--- src/hdl/tmb_consts.svh ---
/*
  Constants of the six-channel timer block: register map, mode field codes,
  prescaler counts and counter limits.
  Assumes inclusion by bare name from the package and the design modules.
*/
`ifndef TMB_CONSTS_SVH
`define TMB_CONSTS_SVH

// ****************************************
// Structure
// ****************************************
`define TMB_NUM_CH      6
`define TMB_CNT_W       16
`define TMB_ADDR_W      8
`define TMB_DATA_W      32
`define TMB_CH_IDX_W    3
`define TMB_DIV_W       5

// ****************************************
// Register map
// ****************************************
`define TMB_CH_SHIFT    3
`define TMB_SEL_BIT     2
`define TMB_SEL_TIMER   1'b0
`define TMB_SEL_MODE    1'b1
`define TMB_START_ADDR  8'h30
`define TMB_ALIGN_ZERO  2'b00
`define TMB_RD_ZERO     32'h0000_0000

// ****************************************
// Mode field codes
// ****************************************
`define TMB_MODE_TIMER   2'b00
`define TMB_MODE_EVENT   2'b01
`define TMB_MODE_MEASURE 2'b10
`define TMB_MODE_RSVD    2'b11
`define TMB_EDGE_FALL    2'b00
`define TMB_EDGE_RISE    2'b01
`define TMB_EDGE_BOTH    2'b10
`define TMB_CLK_DIV1     2'b00
`define TMB_CLK_DIV8     2'b01
`define TMB_CLK_DIV32    2'b10
`define TMB_CLK_SUB32    2'b11
`define TMB_SRC_PIN      1'b0
`define TMB_SRC_CHAIN    1'b1

// ****************************************
// Counts
// ****************************************
`define TMB_CNT_ZERO     16'h0000
`define TMB_CNT_MAX      16'hFFFF
`define TMB_CNT_ONE      16'h0001
`define TMB_DIV8_MASK    5'h07
`define TMB_DIV32_LAST   5'h1F
`define TMB_DIV_ONE      5'h01

`endif

--- src/hdl/tmb_pkg.sv ---
/*
  Types of the six-channel timer block: mode register layout, channel state,
  whole-block state and prescaler state.
  Assumes tmb_consts.svh is on the include path.
*/
`include "tmb_consts.svh"

package tmb_pkg;

  // ****************************************
  // Mode register layout, high bits first from the left
  // ****************************************
  typedef struct packed {
    logic [1:0] clk_sel;
    logic       ovf;
    logic       ev_src;
    logic [1:0] edge_sel;
    logic [1:0] mode;
  } tmb_mode_s;

  typedef struct packed {
    logic [`TMB_CNT_W-1:0] cnt;
    logic [`TMB_CNT_W-1:0] reload;
    tmb_mode_s             cfg;
    logic                  armed;
    logic                  pin_prev;
    logic                  evt;
    logic                  irq;
  } tmb_chan_s;

  typedef struct packed {
    tmb_chan_s [`TMB_NUM_CH-1:0] ch;
    logic [`TMB_NUM_CH-1:0]      start;
    logic [`TMB_DATA_W-1:0]      prdata;
    logic                        pslverr;
  } tmb_state_s;

  typedef struct packed {
    logic                     hit;
    logic                     is_start;
    logic                     is_mode;
    logic [`TMB_CH_IDX_W-1:0] ch;
  } tmb_dec_s;

  typedef struct packed {
    logic [`TMB_DIV_W-1:0] div_cnt;
    logic [`TMB_DIV_W-1:0] sub_cnt;
    logic                  sub_prev;
    logic [3:0]            tick;
  } tmb_pre_s;

endpackage

--- src/hdl/tmb_prescale.sv ---
/*
  Prescaler: one-cycle tick enables for the undivided clock, the clock divided
  by 8 and by 32, and the subclock divided by 32.
  Assumes subclk_i is synchronous to clk_i and slower than half its rate.
*/
`timescale 1ns/1ns
`include "tmb_consts.svh"

module tmb_prescale (
  input  wire logic       clk_i,
  input  wire logic       sys_rst_i,
  input  wire logic       subclk_i,
  output logic      [3:0] tick_o
);

  tmb_pkg::tmb_pre_s s_q;
  tmb_pkg::tmb_pre_s s_d;
  logic              sub_rise;

  // ****************************************
  // Dividers
  // ****************************************
  always_comb
  begin
    s_d          = s_q;
    sub_rise     = subclk_i & ~s_q.sub_prev;
    s_d.sub_prev = subclk_i;
    s_d.div_cnt  = s_q.div_cnt + `TMB_DIV_ONE;
    if (sub_rise)
    begin
      s_d.sub_cnt = s_q.sub_cnt + `TMB_DIV_ONE;
    end
    s_d.tick[`TMB_CLK_DIV1]  = 1'b1;
    s_d.tick[`TMB_CLK_DIV8]  = (s_q.div_cnt & `TMB_DIV8_MASK) == `TMB_DIV8_MASK;
    s_d.tick[`TMB_CLK_DIV32] = s_q.div_cnt == `TMB_DIV32_LAST;
    s_d.tick[`TMB_CLK_SUB32] = sub_rise && (s_q.sub_cnt == `TMB_DIV32_LAST);
  end

  always_ff @(posedge clk_i)
  begin
    if (sys_rst_i)
    begin
      s_q <= '0;
    end
    else
    begin
      s_q <= s_d;
    end
  end

  assign tick_o = s_q.tick;

endmodule

--- src/hdl/tmb_top.sv ---
/*
  Six-channel 16-bit timer with interval, event counting and pulse
  period/width measurement modes, reached over an APB slave.
  Assumes an APB master on clk_i, pins and subclock synchronous to clk_i.
*/
`timescale 1ns/1ns
`include "tmb_consts.svh"

module tmb_top #(
  parameter int NUM_CH = `TMB_NUM_CH
) (
  input  wire logic                    clk_i,
  input  wire logic                    sys_rst_i,
  input  wire logic                    psel_i,
  input  wire logic                    penable_i,
  input  wire logic                    pwrite_i,
  input  wire logic [`TMB_ADDR_W-1:0]  paddr_i,
  input  wire logic [`TMB_DATA_W-1:0]  pwdata_i,
  input  wire logic [3:0]              pstrb_i,
  output logic      [`TMB_DATA_W-1:0]  prdata_o,
  output logic                         pready_o,
  output logic                         pslverr_o,
  input  wire logic [`TMB_NUM_CH-1:0]  timer_input_pin_i,
  input  wire logic                    subclk_i,
  output logic      [`TMB_NUM_CH-1:0]  irq_req_o,
  output logic      [`TMB_NUM_CH-1:0]  ovf_flag_o
);

  tmb_pkg::tmb_state_s s_q;
  tmb_pkg::tmb_state_s s_d;
  logic [3:0]          tick;

  // ****************************************
  // Functions
  // ****************************************
  function automatic tmb_pkg::tmb_dec_s decode(input logic [`TMB_ADDR_W-1:0] a);
    tmb_pkg::tmb_dec_s d;
    logic [`TMB_ADDR_W-1:0] idx;
    d        = '0;
    idx      = a >> `TMB_CH_SHIFT;
    d.ch     = idx[`TMB_CH_IDX_W-1:0];
    d.is_mode = a[`TMB_SEL_BIT] == `TMB_SEL_MODE;
    if (a == `TMB_START_ADDR)
    begin
      d.hit      = 1'b1;
      d.is_start = 1'b1;
    end
    else if ((a < `TMB_START_ADDR) && (a[1:0] == `TMB_ALIGN_ZERO))
    begin
      d.hit = 1'b1;
    end
    return d;
  endfunction

  function automatic logic [`TMB_DATA_W-1:0] merge(input logic [`TMB_DATA_W-1:0] old,
                                                   input logic [`TMB_DATA_W-1:0] wd,
                                                   input logic [3:0]             strb);
    logic [`TMB_DATA_W-1:0] r;
    r = old;
    for (int b = 0; b < 4; b++)
    begin
      if (strb[b])
      begin
        r[b*8 +: 8] = wd[b*8 +: 8];
      end
    end
    return r;
  endfunction

  function automatic logic eff_edge(input logic [1:0] sel,
                                    input logic       prev,
                                    input logic       cur);
    logic r;
    r = 1'b0;
    unique case (sel)
      `TMB_EDGE_FALL: r = prev & ~cur;
      `TMB_EDGE_RISE: r = ~prev & cur;
      `TMB_EDGE_BOTH: r = prev ^ cur;
      default:        r = 1'b0;
    endcase
    return r;
  endfunction

  function automatic logic [`TMB_DATA_W-1:0] rd_value(input tmb_pkg::tmb_state_s s,
                                                      input tmb_pkg::tmb_dec_s   d);
    logic [`TMB_DATA_W-1:0] r;
    r = `TMB_RD_ZERO;
    if (d.is_start)
    begin
      r[`TMB_NUM_CH-1:0] = s.start;
    end
    else if (d.ch < `TMB_CH_IDX_W'(NUM_CH))
    begin
      if (d.is_mode)
      begin
        r[$bits(tmb_pkg::tmb_mode_s)-1:0] = s.ch[d.ch].cfg;
      end
      else if (s.ch[d.ch].cfg.mode == `TMB_MODE_MEASURE)
      begin
        r[`TMB_CNT_W-1:0] = s.ch[d.ch].reload;
      end
      else
      begin
        r[`TMB_CNT_W-1:0] = s.ch[d.ch].cnt;
      end
    end
    return r;
  endfunction

  // ****************************************
  // Prescaler
  // ****************************************
  tmb_prescale u_prescale (
    .clk_i     (clk_i),
    .sys_rst_i (sys_rst_i),
    .subclk_i  (subclk_i),
    .tick_o    (tick)
  );

  // ****************************************
  // Channels and register file
  // ****************************************
  always_comb
  begin
    tmb_pkg::tmb_dec_s      dec;
    tmb_pkg::tmb_chan_s     c;
    tmb_pkg::tmb_mode_s     wm;
    logic [`TMB_DATA_W-1:0] wv;
    logic                   wr;
    logic                   setup;
    logic                   run;
    logic                   src;
    logic                   ev;
    logic                   wr_timer;
    logic                   wr_mode;
    int                     prv;
    dec      = decode(paddr_i);
    c        = '0;
    wm       = '0;
    wv       = `TMB_RD_ZERO;
    run      = 1'b0;
    src      = 1'b0;
    ev       = 1'b0;
    wr_timer = 1'b0;
    wr_mode  = 1'b0;
    prv      = 0;
    s_d      = s_q;
    wr       = psel_i & penable_i & pwrite_i & dec.hit;
    setup    = psel_i & ~penable_i;

    if (setup)
    begin
      s_d.pslverr = ~dec.hit;
      s_d.prdata  = pwrite_i ? `TMB_RD_ZERO : rd_value(s_q, dec);
    end

    if (wr && dec.is_start)
    begin
      wv      = merge({{(`TMB_DATA_W-`TMB_NUM_CH){1'b0}}, s_q.start}, pwdata_i, pstrb_i);
      s_d.start = wv[`TMB_NUM_CH-1:0];
    end

    for (int i = 0; i < NUM_CH; i++)
    begin
      c        = s_q.ch[i];
      run      = s_q.start[i];
      prv      = (i == 0) ? NUM_CH - 1 : i - 1;
      wr_timer = wr && !dec.is_start && (dec.ch == `TMB_CH_IDX_W'(i)) && !dec.is_mode;
      wr_mode  = wr && !dec.is_start && (dec.ch == `TMB_CH_IDX_W'(i)) && dec.is_mode;
      s_d.ch[i].pin_prev = timer_input_pin_i[i];
      s_d.ch[i].evt      = 1'b0;
      s_d.ch[i].irq      = 1'b0;
      if (!run)
      begin
        s_d.ch[i].armed = 1'b0;
      end

      // Mode write, flag clear only while running, before any set below
      if (wr_mode)
      begin
        wv = merge({{(`TMB_DATA_W-$bits(tmb_pkg::tmb_mode_s)){1'b0}}, c.cfg}, pwdata_i, pstrb_i);
        wm = wv[$bits(tmb_pkg::tmb_mode_s)-1:0];
        s_d.ch[i].cfg.mode     = wm.mode;
        s_d.ch[i].cfg.edge_sel = wm.edge_sel;
        s_d.ch[i].cfg.ev_src   = wm.ev_src;
        s_d.ch[i].cfg.clk_sel  = wm.clk_sel;
        if (run)
        begin
          s_d.ch[i].cfg.ovf = 1'b0;
        end
      end

      // Timer register write
      if (wr_timer && (c.cfg.mode != `TMB_MODE_MEASURE))
      begin
        wv = merge({c.reload, c.reload}, pwdata_i, pstrb_i);
        s_d.ch[i].reload = wv[`TMB_CNT_W-1:0];
        if (!run)
        begin
          s_d.ch[i].cnt = wv[`TMB_CNT_W-1:0];
        end
      end

      // Count source per mode
      src = 1'b0;
      unique case (c.cfg.mode)
        `TMB_MODE_TIMER:   src = tick[c.cfg.clk_sel];
        `TMB_MODE_EVENT:
        begin
          if (c.cfg.ev_src == `TMB_SRC_CHAIN)
          begin
            src = s_q.ch[prv].evt;
          end
          else
          begin
            src = eff_edge(c.cfg.edge_sel, c.pin_prev, timer_input_pin_i[i]);
          end
        end
        `TMB_MODE_MEASURE: src = tick[c.cfg.clk_sel];
        `TMB_MODE_RSVD:    src = 1'b0;
      endcase

      if (run)
      begin
        if (c.cfg.mode == `TMB_MODE_MEASURE)
        begin
          ev = eff_edge(c.cfg.edge_sel, c.pin_prev, timer_input_pin_i[i]);
          if (ev)
          begin
            s_d.ch[i].reload = c.cnt;
            s_d.ch[i].cnt    = `TMB_CNT_ZERO;
            s_d.ch[i].armed  = 1'b1;
            s_d.ch[i].irq    = c.armed;
          end
          else if (src)
          begin
            s_d.ch[i].cnt = c.cnt + `TMB_CNT_ONE;
            if (c.cnt == `TMB_CNT_MAX)
            begin
              s_d.ch[i].cfg.ovf = 1'b1;
              s_d.ch[i].irq     = 1'b1;
              s_d.ch[i].evt     = 1'b1;
            end
          end
        end
        else if (src && (c.cfg.mode != `TMB_MODE_RSVD))
        begin
          if (c.cnt == `TMB_CNT_ZERO)
          begin
            s_d.ch[i].cnt = s_d.ch[i].reload;
            s_d.ch[i].irq = 1'b1;
            s_d.ch[i].evt = 1'b1;
          end
          else
          begin
            s_d.ch[i].cnt = c.cnt - `TMB_CNT_ONE;
          end
        end
      end
    end
  end

  always_ff @(posedge clk_i)
  begin
    if (sys_rst_i)
    begin
      s_q <= '0;
    end
    else
    begin
      s_q <= s_d;
    end
  end

  // ****************************************
  // Outputs
  // ****************************************
  assign pready_o  = 1'b1;
  assign prdata_o  = s_q.prdata;
  assign pslverr_o = s_q.pslverr;

  always_comb
  begin
    for (int i = 0; i < `TMB_NUM_CH; i++)
    begin
      irq_req_o[i]  = s_q.ch[i].irq;
      ovf_flag_o[i] = s_q.ch[i].cfg.ovf;
    end
  end

endmodule

--- config.mk ---
export PLATFORM = sky130hd
export DESIGN_NAME = tmb_top
export DESIGN_NICKNAME = d
export VERILOG_FILES = /design/src/hdl/tmb_pkg.sv /design/src/hdl/tmb_prescale.sv /design/src/hdl/tmb_top.sv
export VERILOG_INCLUDE_DIRS = /design/src /design/src/hdl
export SDC_FILE = /design/constraint.sdc
export NUM_CORES = 1
export LEC_CHECK = 0
export BUFFER_PORTS_ARGS = -buffer_cell sky130_fd_sc_hd__buf_2
export CORE_UTILIZATION = 45
export DETAILED_ROUTE_END_ITERATION = 10
export PLACE_DENSITY_LB_ADDON = 0.3
export SYNTH_ARGS = -nofsm -noshare
export SYNTH_HDL_FRONTEND = slang
export SYNTH_SLANG_ARGS = --single-unit
--- constraint.sdc ---
create_clock -name clk_i -period 3 [get_ports clk_i]
set_clock_uncertainty 0.2 [all_clocks]
set_input_delay 0.9 -clock clk_i [delete_from_list [all_inputs] [get_ports clk_i]]
set_output_delay 0.9 -clock clk_i [all_outputs]
set_load 0.05 [all_outputs]
-- After elaboration in Yosys (flattened, before gate mapping)
Cells that the tools add are included.
- register bits: 318
- bits in latches: 0
- memory bits (writable): 0
- memory bits (read-only): 0
- input bits: 56
- logic and storage cells: 515
- memories: 0
- add/subtract/negate cells: 14
- multipliers: 0
- div/mod/pow operators: 0
- $lt $le $gt $ge: 9
- eq/ne operators: 58
- shift-type cells: 0
- multiplexer cells: 241
- bitwise operators: 44
- reduce and logical (&&, ||, !) cells: 75
- operator list (cell ; count):
    $mux 16 ; 51
    $mux 32 ; 12
    $bmux 44 s3 ; 1
    $mux 8 ; 14
    $mux 1 ; 100
    $add 16x1->16 const B ; 6
    $eq 16x16->1 const B ; 6
    $logic_not 16->1 ; 6
    $sub 16x1->16 const B ; 6
    $mux 2 ; 30
    $mux 44 ; 1
    $mux 6 ; 7
    $eq 2x2->1 const B ; 19
    $pmux 1 s3 ; 12
    $logic_and 1x1->1 ; 34
    $mux 5 ; 6
    $logic_not 2->1 ; 13
    $eq 2x1->1 const B ; 12
    $ne 2x2->1 const B ; 12
    $reduce_or 2->1 ; 12
    $not 1->1 ; 21
    $lt 2x3->1 const B ; 6
    $and 1x1->1 ; 17
    $reduce_and 2->1 ; 7
    14 further kinds ; 30

-- Logic depth before layout (Yosys ltp)
- word-level depth: 14
- mapped depth: 10
- depth with buffers taken out: 8

-- Modules after synthesis
From an unflattened synthesis, not the netlist that was laid out.
- cell total of the unflattened synthesis: 2751
- area total of the unflattened synthesis: 22322.7 µm²
- modules (own cells, without submodules) (module ; times used ; cells each ; area an instance (µm²) ; seq. area each (µm²)):
    tmb_top ; 1 ; 2697 ; 21713.3 ; 5745.5
    tmb_prescale ; 1 ; 54 ; 609.3 ; 300.3

-- Worst setup path after synthesis
Ideal clock, no wire load.
- kind: input to register
- from: input port paddr_i[3]
- to: register s_q, in the netlist prdata_o[15]
- arrival time: 2.850 ns
- required time: 2.678 ns
- slack: -0.172 ns
- stages: 10
- path buffers: 4
- path through: clkbuf_1 -> buf_2 -> inv_1 -> nor4_1 -> a311oi_1 -> buf_2 -> buf_4 -> mux2i_1 -> nor3_1 -> a221o_1
- cells in the longest elaborated chain, start to end: 8
- ends and longest elaborated chain (what ; line ; text):
    start, declared ; tmb_top.sv:17 ; input wire logic [`TMB_ADDR_W-1:0] paddr_i,
    $bmux 44 s3 ; tmb_top.sv:98, tmb_top.sv:100, tmb_top.sv:104 ;
    $mux 44 (not written as such) ; tmb_top.sv:104 ; r[`TMB_CNT_W-1:0] = s.ch[d.ch].cnt;
    $eq 2x2->1 (no line) ; - ;
    $mux 16 ; tmb_top.sv:98 ; else if (s.ch[d.ch].cfg.mode == `TMB_MODE_MEASURE)
    $mux 8 ; tmb_top.sv:94 ; if (d.is_mode)
    $mux 16 ; tmb_top.sv:92 ; else if (d.ch < `TMB_CH_IDX_W'(NUM_CH))
    $mux 10 (*) ; tmb_top.sv:88 ; if (d.is_start)
    $mux 16 (*) ; tmb_top.sv:154 ; s_d.prdata = pwrite_i ? `TMB_RD_ZERO : rd_value(s_q, dec);
    end signal, assigned ; tmb_top.sv:267 ; s_q <= '0;
    end signal, assigned ; tmb_top.sv:271 ; s_q <= s_d;
    end, declared ; tmb_top.sv:29 ; tmb_pkg::tmb_state_s s_q;
Every way passes the cells marked *; elsewhere a longest branch is shown, timed or not. The select of a mux whose other input is x is not followed.
A chain may end at the register's enable or synchronous reset.

-- Worst setup path after layout
- from: register u_prescale.s_q, in the netlist u_prescale.tick_o[1]
- to: register s_q[172] in the netlist's numbering
- cells in the longest elaborated chain, start to end: 6
- ends and longest elaborated chain (what ; line ; text):
    start, declared ; tmb_prescale.sv:16 ; tmb_pkg::tmb_pre_s s_q;
    start signal, assigned ; tmb_prescale.sv:43 ; s_q <= '0;
    start signal, assigned ; tmb_prescale.sv:47 ; s_q <= s_d;
    $bmux 1 s2 (*) ; tmb_top.sv:207, tmb_top.sv:219 ;
    $mux 1 (not written as such) (*) ; tmb_top.sv:207, tmb_top.sv:219 ;
    $pmux 1 s3 (*) ; tmb_top.sv:206 ; unique case (c.cfg.mode)
    $mux 2 or $logic_and 1x1->1 (tied branches) ; tmb_top.sv:235, tmb_top.sv:246 ;
    $mux 1 or $mux 2 (tied branches) ; tmb_top.sv:228, tmb_top.sv:246 ;
    $mux 2 (*) ; tmb_top.sv:225 ; if (c.cfg.mode == `TMB_MODE_MEASURE)
Marked as above.

==> results.cfg <==
[clock_network]
htree_levels = 2
cts_sinks = 302
cts_made_buffers = 39
clk_latency_ns = 0.59
post_cts_hold_buffer_count = 0
clk_transition_reported_paths_ns = 0.06
cts_max_path_buffers = 3
tritoncts = done
root_buffer = sky130_fd_sc_hd__clkbuf_16

[global_routing]
grt_use_total = 0.392
initial_antenna_violation_count = 5
grt_start_max_net_pins = 88
first_global_vias = 22800
grt_first_pass_wirelength_um = 148000
global_route.overflow_total = 0

[synthesis]
synth.cell_area_sq_um = 22400
synth_enable_flop_cells = 0
synth_ff_type = sky130_fd_sc_hd__dfxtp_1
post_synth_num_cell_types = 90
yosysWarningCount = 0
async_flop_share = 0
postSynthCellCount = 2858
most_area_hungry_cell_type_in_the_yosys_netlist = sky130_fd_sc_hd__dfxtp_1
syn-mean-instance-area_sq_um = 7.84
synth.top_cells.by_count = sky130_fd_sc_hd__dfxtp_1 (302), sky130_fd_sc_hd__nand2_1 (293), sky130_fd_sc_hd__nor2_1 (226)
synth.top_cells.by_area = sky130_fd_sc_hd__dfxtp_1 (27%), sky130_fd_sc_hd__mux2i_1 (5.6%), sky130_fd_sc_hd__mux4_2 (5.1%)
synth_most_common_cell = sky130_fd_sc_hd__dfxtp_1
postSynthRegisterBits = 302
synth_top_area_frac = 0.270
share_of_the_yosys_chip_area_belonging_to_registers = 0.270

[setup_path]
worst_setup_path_end_kind = register
required_time_of_the_critical_path_ns = 3.30
cp.arrival_ns = 3.28
startpoint = u_prescale.tick_o[1]
crit_type = register to register
critPathMaxFanout = 8
setup.worst_path.start_class = register
r2r_start = u_prescale.tick_o[1]

[worst_hold_path]
worst_min_delay_path_startpoint = s_q[86]
worst_hold_path_type = register to register

[die]
start_util = 0.457
fp.dieH_um = 225
dieArea_sq_um = 50700
fp.coreArea_sq_um = 49100
num_io_pins = 102
die_width_um = 225
num_rows = 81

[timing]
slew-limit-headroom = 0.511
post-route-period-util = 0.991
grt_setup_unrepaired = no
finalSetupViolCount = 0
post-route-min-period_ns = 2.97
timing_max_transition_violations_final = 0
worst_pin_slew_ns = 0.731
highest_attainable_clock_frequency_mhz = 336
hold_viol_final = 0

[place]
placed_cells_incl_taps = 3708
numPortBuffers = 66
hpwlAfterDp_um = 76600
globalplace.congestion = 1.05

[routing]
detail_route.first_pass.iterations = 6
number_of_drc_violations_after_detailed_routing = 0
via_per_inst = 6.48
initialDrtViolationCount = 3263
wl_per_cell_um = 26.7
route.antenna.remaining_nets = 0
via_count = 24500
wl_um = 101000

[pwr]
max-vdd-ir-drop_mv = 0.375
leakage_power_summed_over_all_cells_nw = 10.9
powerDensity_nw_per_um2 = 358

[final_layout]
multi_input_comb_area_sq_um = 14800
fin_cells = 3778
layout.core_utilization = 0.547
post_route_cells_drive_above_1_share = 0.228
flow.area_growth_from_synthesis_pct = 19.7
ff_latch_area_sq_um = 6050
fillCellCount = 4659
final_net_count = 3175

[status]
run_status = finished, final reports clean

[flow_run]
timing.max_cap.violations = 0
-- routing by layer --
| metal | vias to the layer above | wire length [um] | GRT usage |
|---|---|---|---|
| met3 | 347 | 10200 | 0.0738 |
| met1 | 11800 | 39200 | 0.507 |
| li1 | 10800 | - | - |
| met2 | 1521 | 43500 | 0.595 |
| met5 | - | 30 | 0 |
| met4 | 4 | 7740 | 0.260 |
-- final timing paths --
path / slack (ns) / end / cells past startpoint
min reg2reg: 0.26 / s_q[86] / 2
max: 0.03 / s_q[172] / 8
min: 0.26 / s_q[86] / 2
max reg2reg: 0.03 / s_q[172] / 8
-- flip-flops by register name, indices dropped and copies added (netlist names) --
signal and flops:
s_q 258, prdata_o 16, u_prescale.s_q 11, irq_req_o 6, ovf_flag_o 6, u_prescale.tick_o 4
pslverr_o 1
-- repair_timing --
| item | in CTS | in global routing |
|---|---|---|
| resized for setup | 1 | 8 |
| setup endpoints to repair | 1 | 6 |
| setup buffers | 0 | 0 |
-- where the power goes --
group | switching (W) | total [W] | internal (W)
logic | 0.000608 | 0.000893 | 0.000285
registers | 0.0000118 | 0.00404 | 0.00403
clock network | 0.00195 | 0.00468 | 0.00273
-- area by class of cell --
class,count,area share
Tap cell,664,0.0310
Inverter,79,0.0110
Sequential cell,302,0.225
Clock inverter,9,0.00354
Multi-Input combinational cell,2191,0.551
Clock buffer,56,0.0414
Timing Repair Buffer,472,0.136
Antenna cell,5,0.000466
-- layout by cell type, fill, tap and decap left out, drive strengths merged, types with 31 or more instances in the layout --
| cell | n |
|---|---|
| mux2 | 85 |
| dfxtp | 302 |
| buf | 472 |
| xor2 | 52 |
| inv | 79 |
| a2111oi | 31 |
| nor4 | 31 |
| a211oi | 125 |
| nor2 | 231 |
| a21oi | 214 |
| ha | 34 |
| nand2b | 51 |
| and3 | 32 |
| nand4 | 38 |
| clkbuf | 56 |
| mux4 | 52 |
| nor3 | 86 |
| nand3 | 127 |
| mux2i | 126 |
| xnor2 | 78 |
| nand2 | 293 |
| o21ai | 204 |
-- per-stage QoR --
stage          hold WS [ns]  power [W]  cell area (sq um)  setup TNS (ns)  worst slack, ns
5_1_grt               0.289    0.00981              26800               0           0.0412
4_1_cts               0.261    0.00957              26800               0        0.0000162
2_1_floorplan         0.218    0.00457              22500         -0.0294          -0.0179
3_5_place_dp          0.250    0.00498              25600          -36.04           -0.710
6_report              0.257    0.00962              26800               0           0.0267
3_3_place_gp          0.228    0.00497              25600          -32.30           -0.688
-- worst max-delay path, cell delays in order, from the launching register on --
cell and delay, ns:
sky130_fd_sc_hd__dfxtp_1 0.57, sky130_fd_sc_hd__mux4_2 0.55, sky130_fd_sc_hd__inv_1 0.09, sky130_fd_sc_hd__o32ai_2 0.15, sky130_fd_sc_hd__buf_4 0.22, sky130_fd_sc_hd__buf_4 0.14
sky130_fd_sc_hd__nand3_1 0.20, sky130_fd_sc_hd__o21ai_0 0.50, sky130_fd_sc_hd__buf_4 0.25
-- cell families (layout without fill, tap and decap cells) --
family	Yosys count	count (layout)	share of synthesized area
xor+xnor	130	130	0.0508
simple gates	1002	1002	0.219
mux	263	263	0.151
other cells	2	22	0.000335
flops	302	302	0.270
buf+inv	380	616	0.0771
fa+ha+maj	34	34	0.0190
compound gates	745	745	0.213
Power figures use the tool's default switching activity.
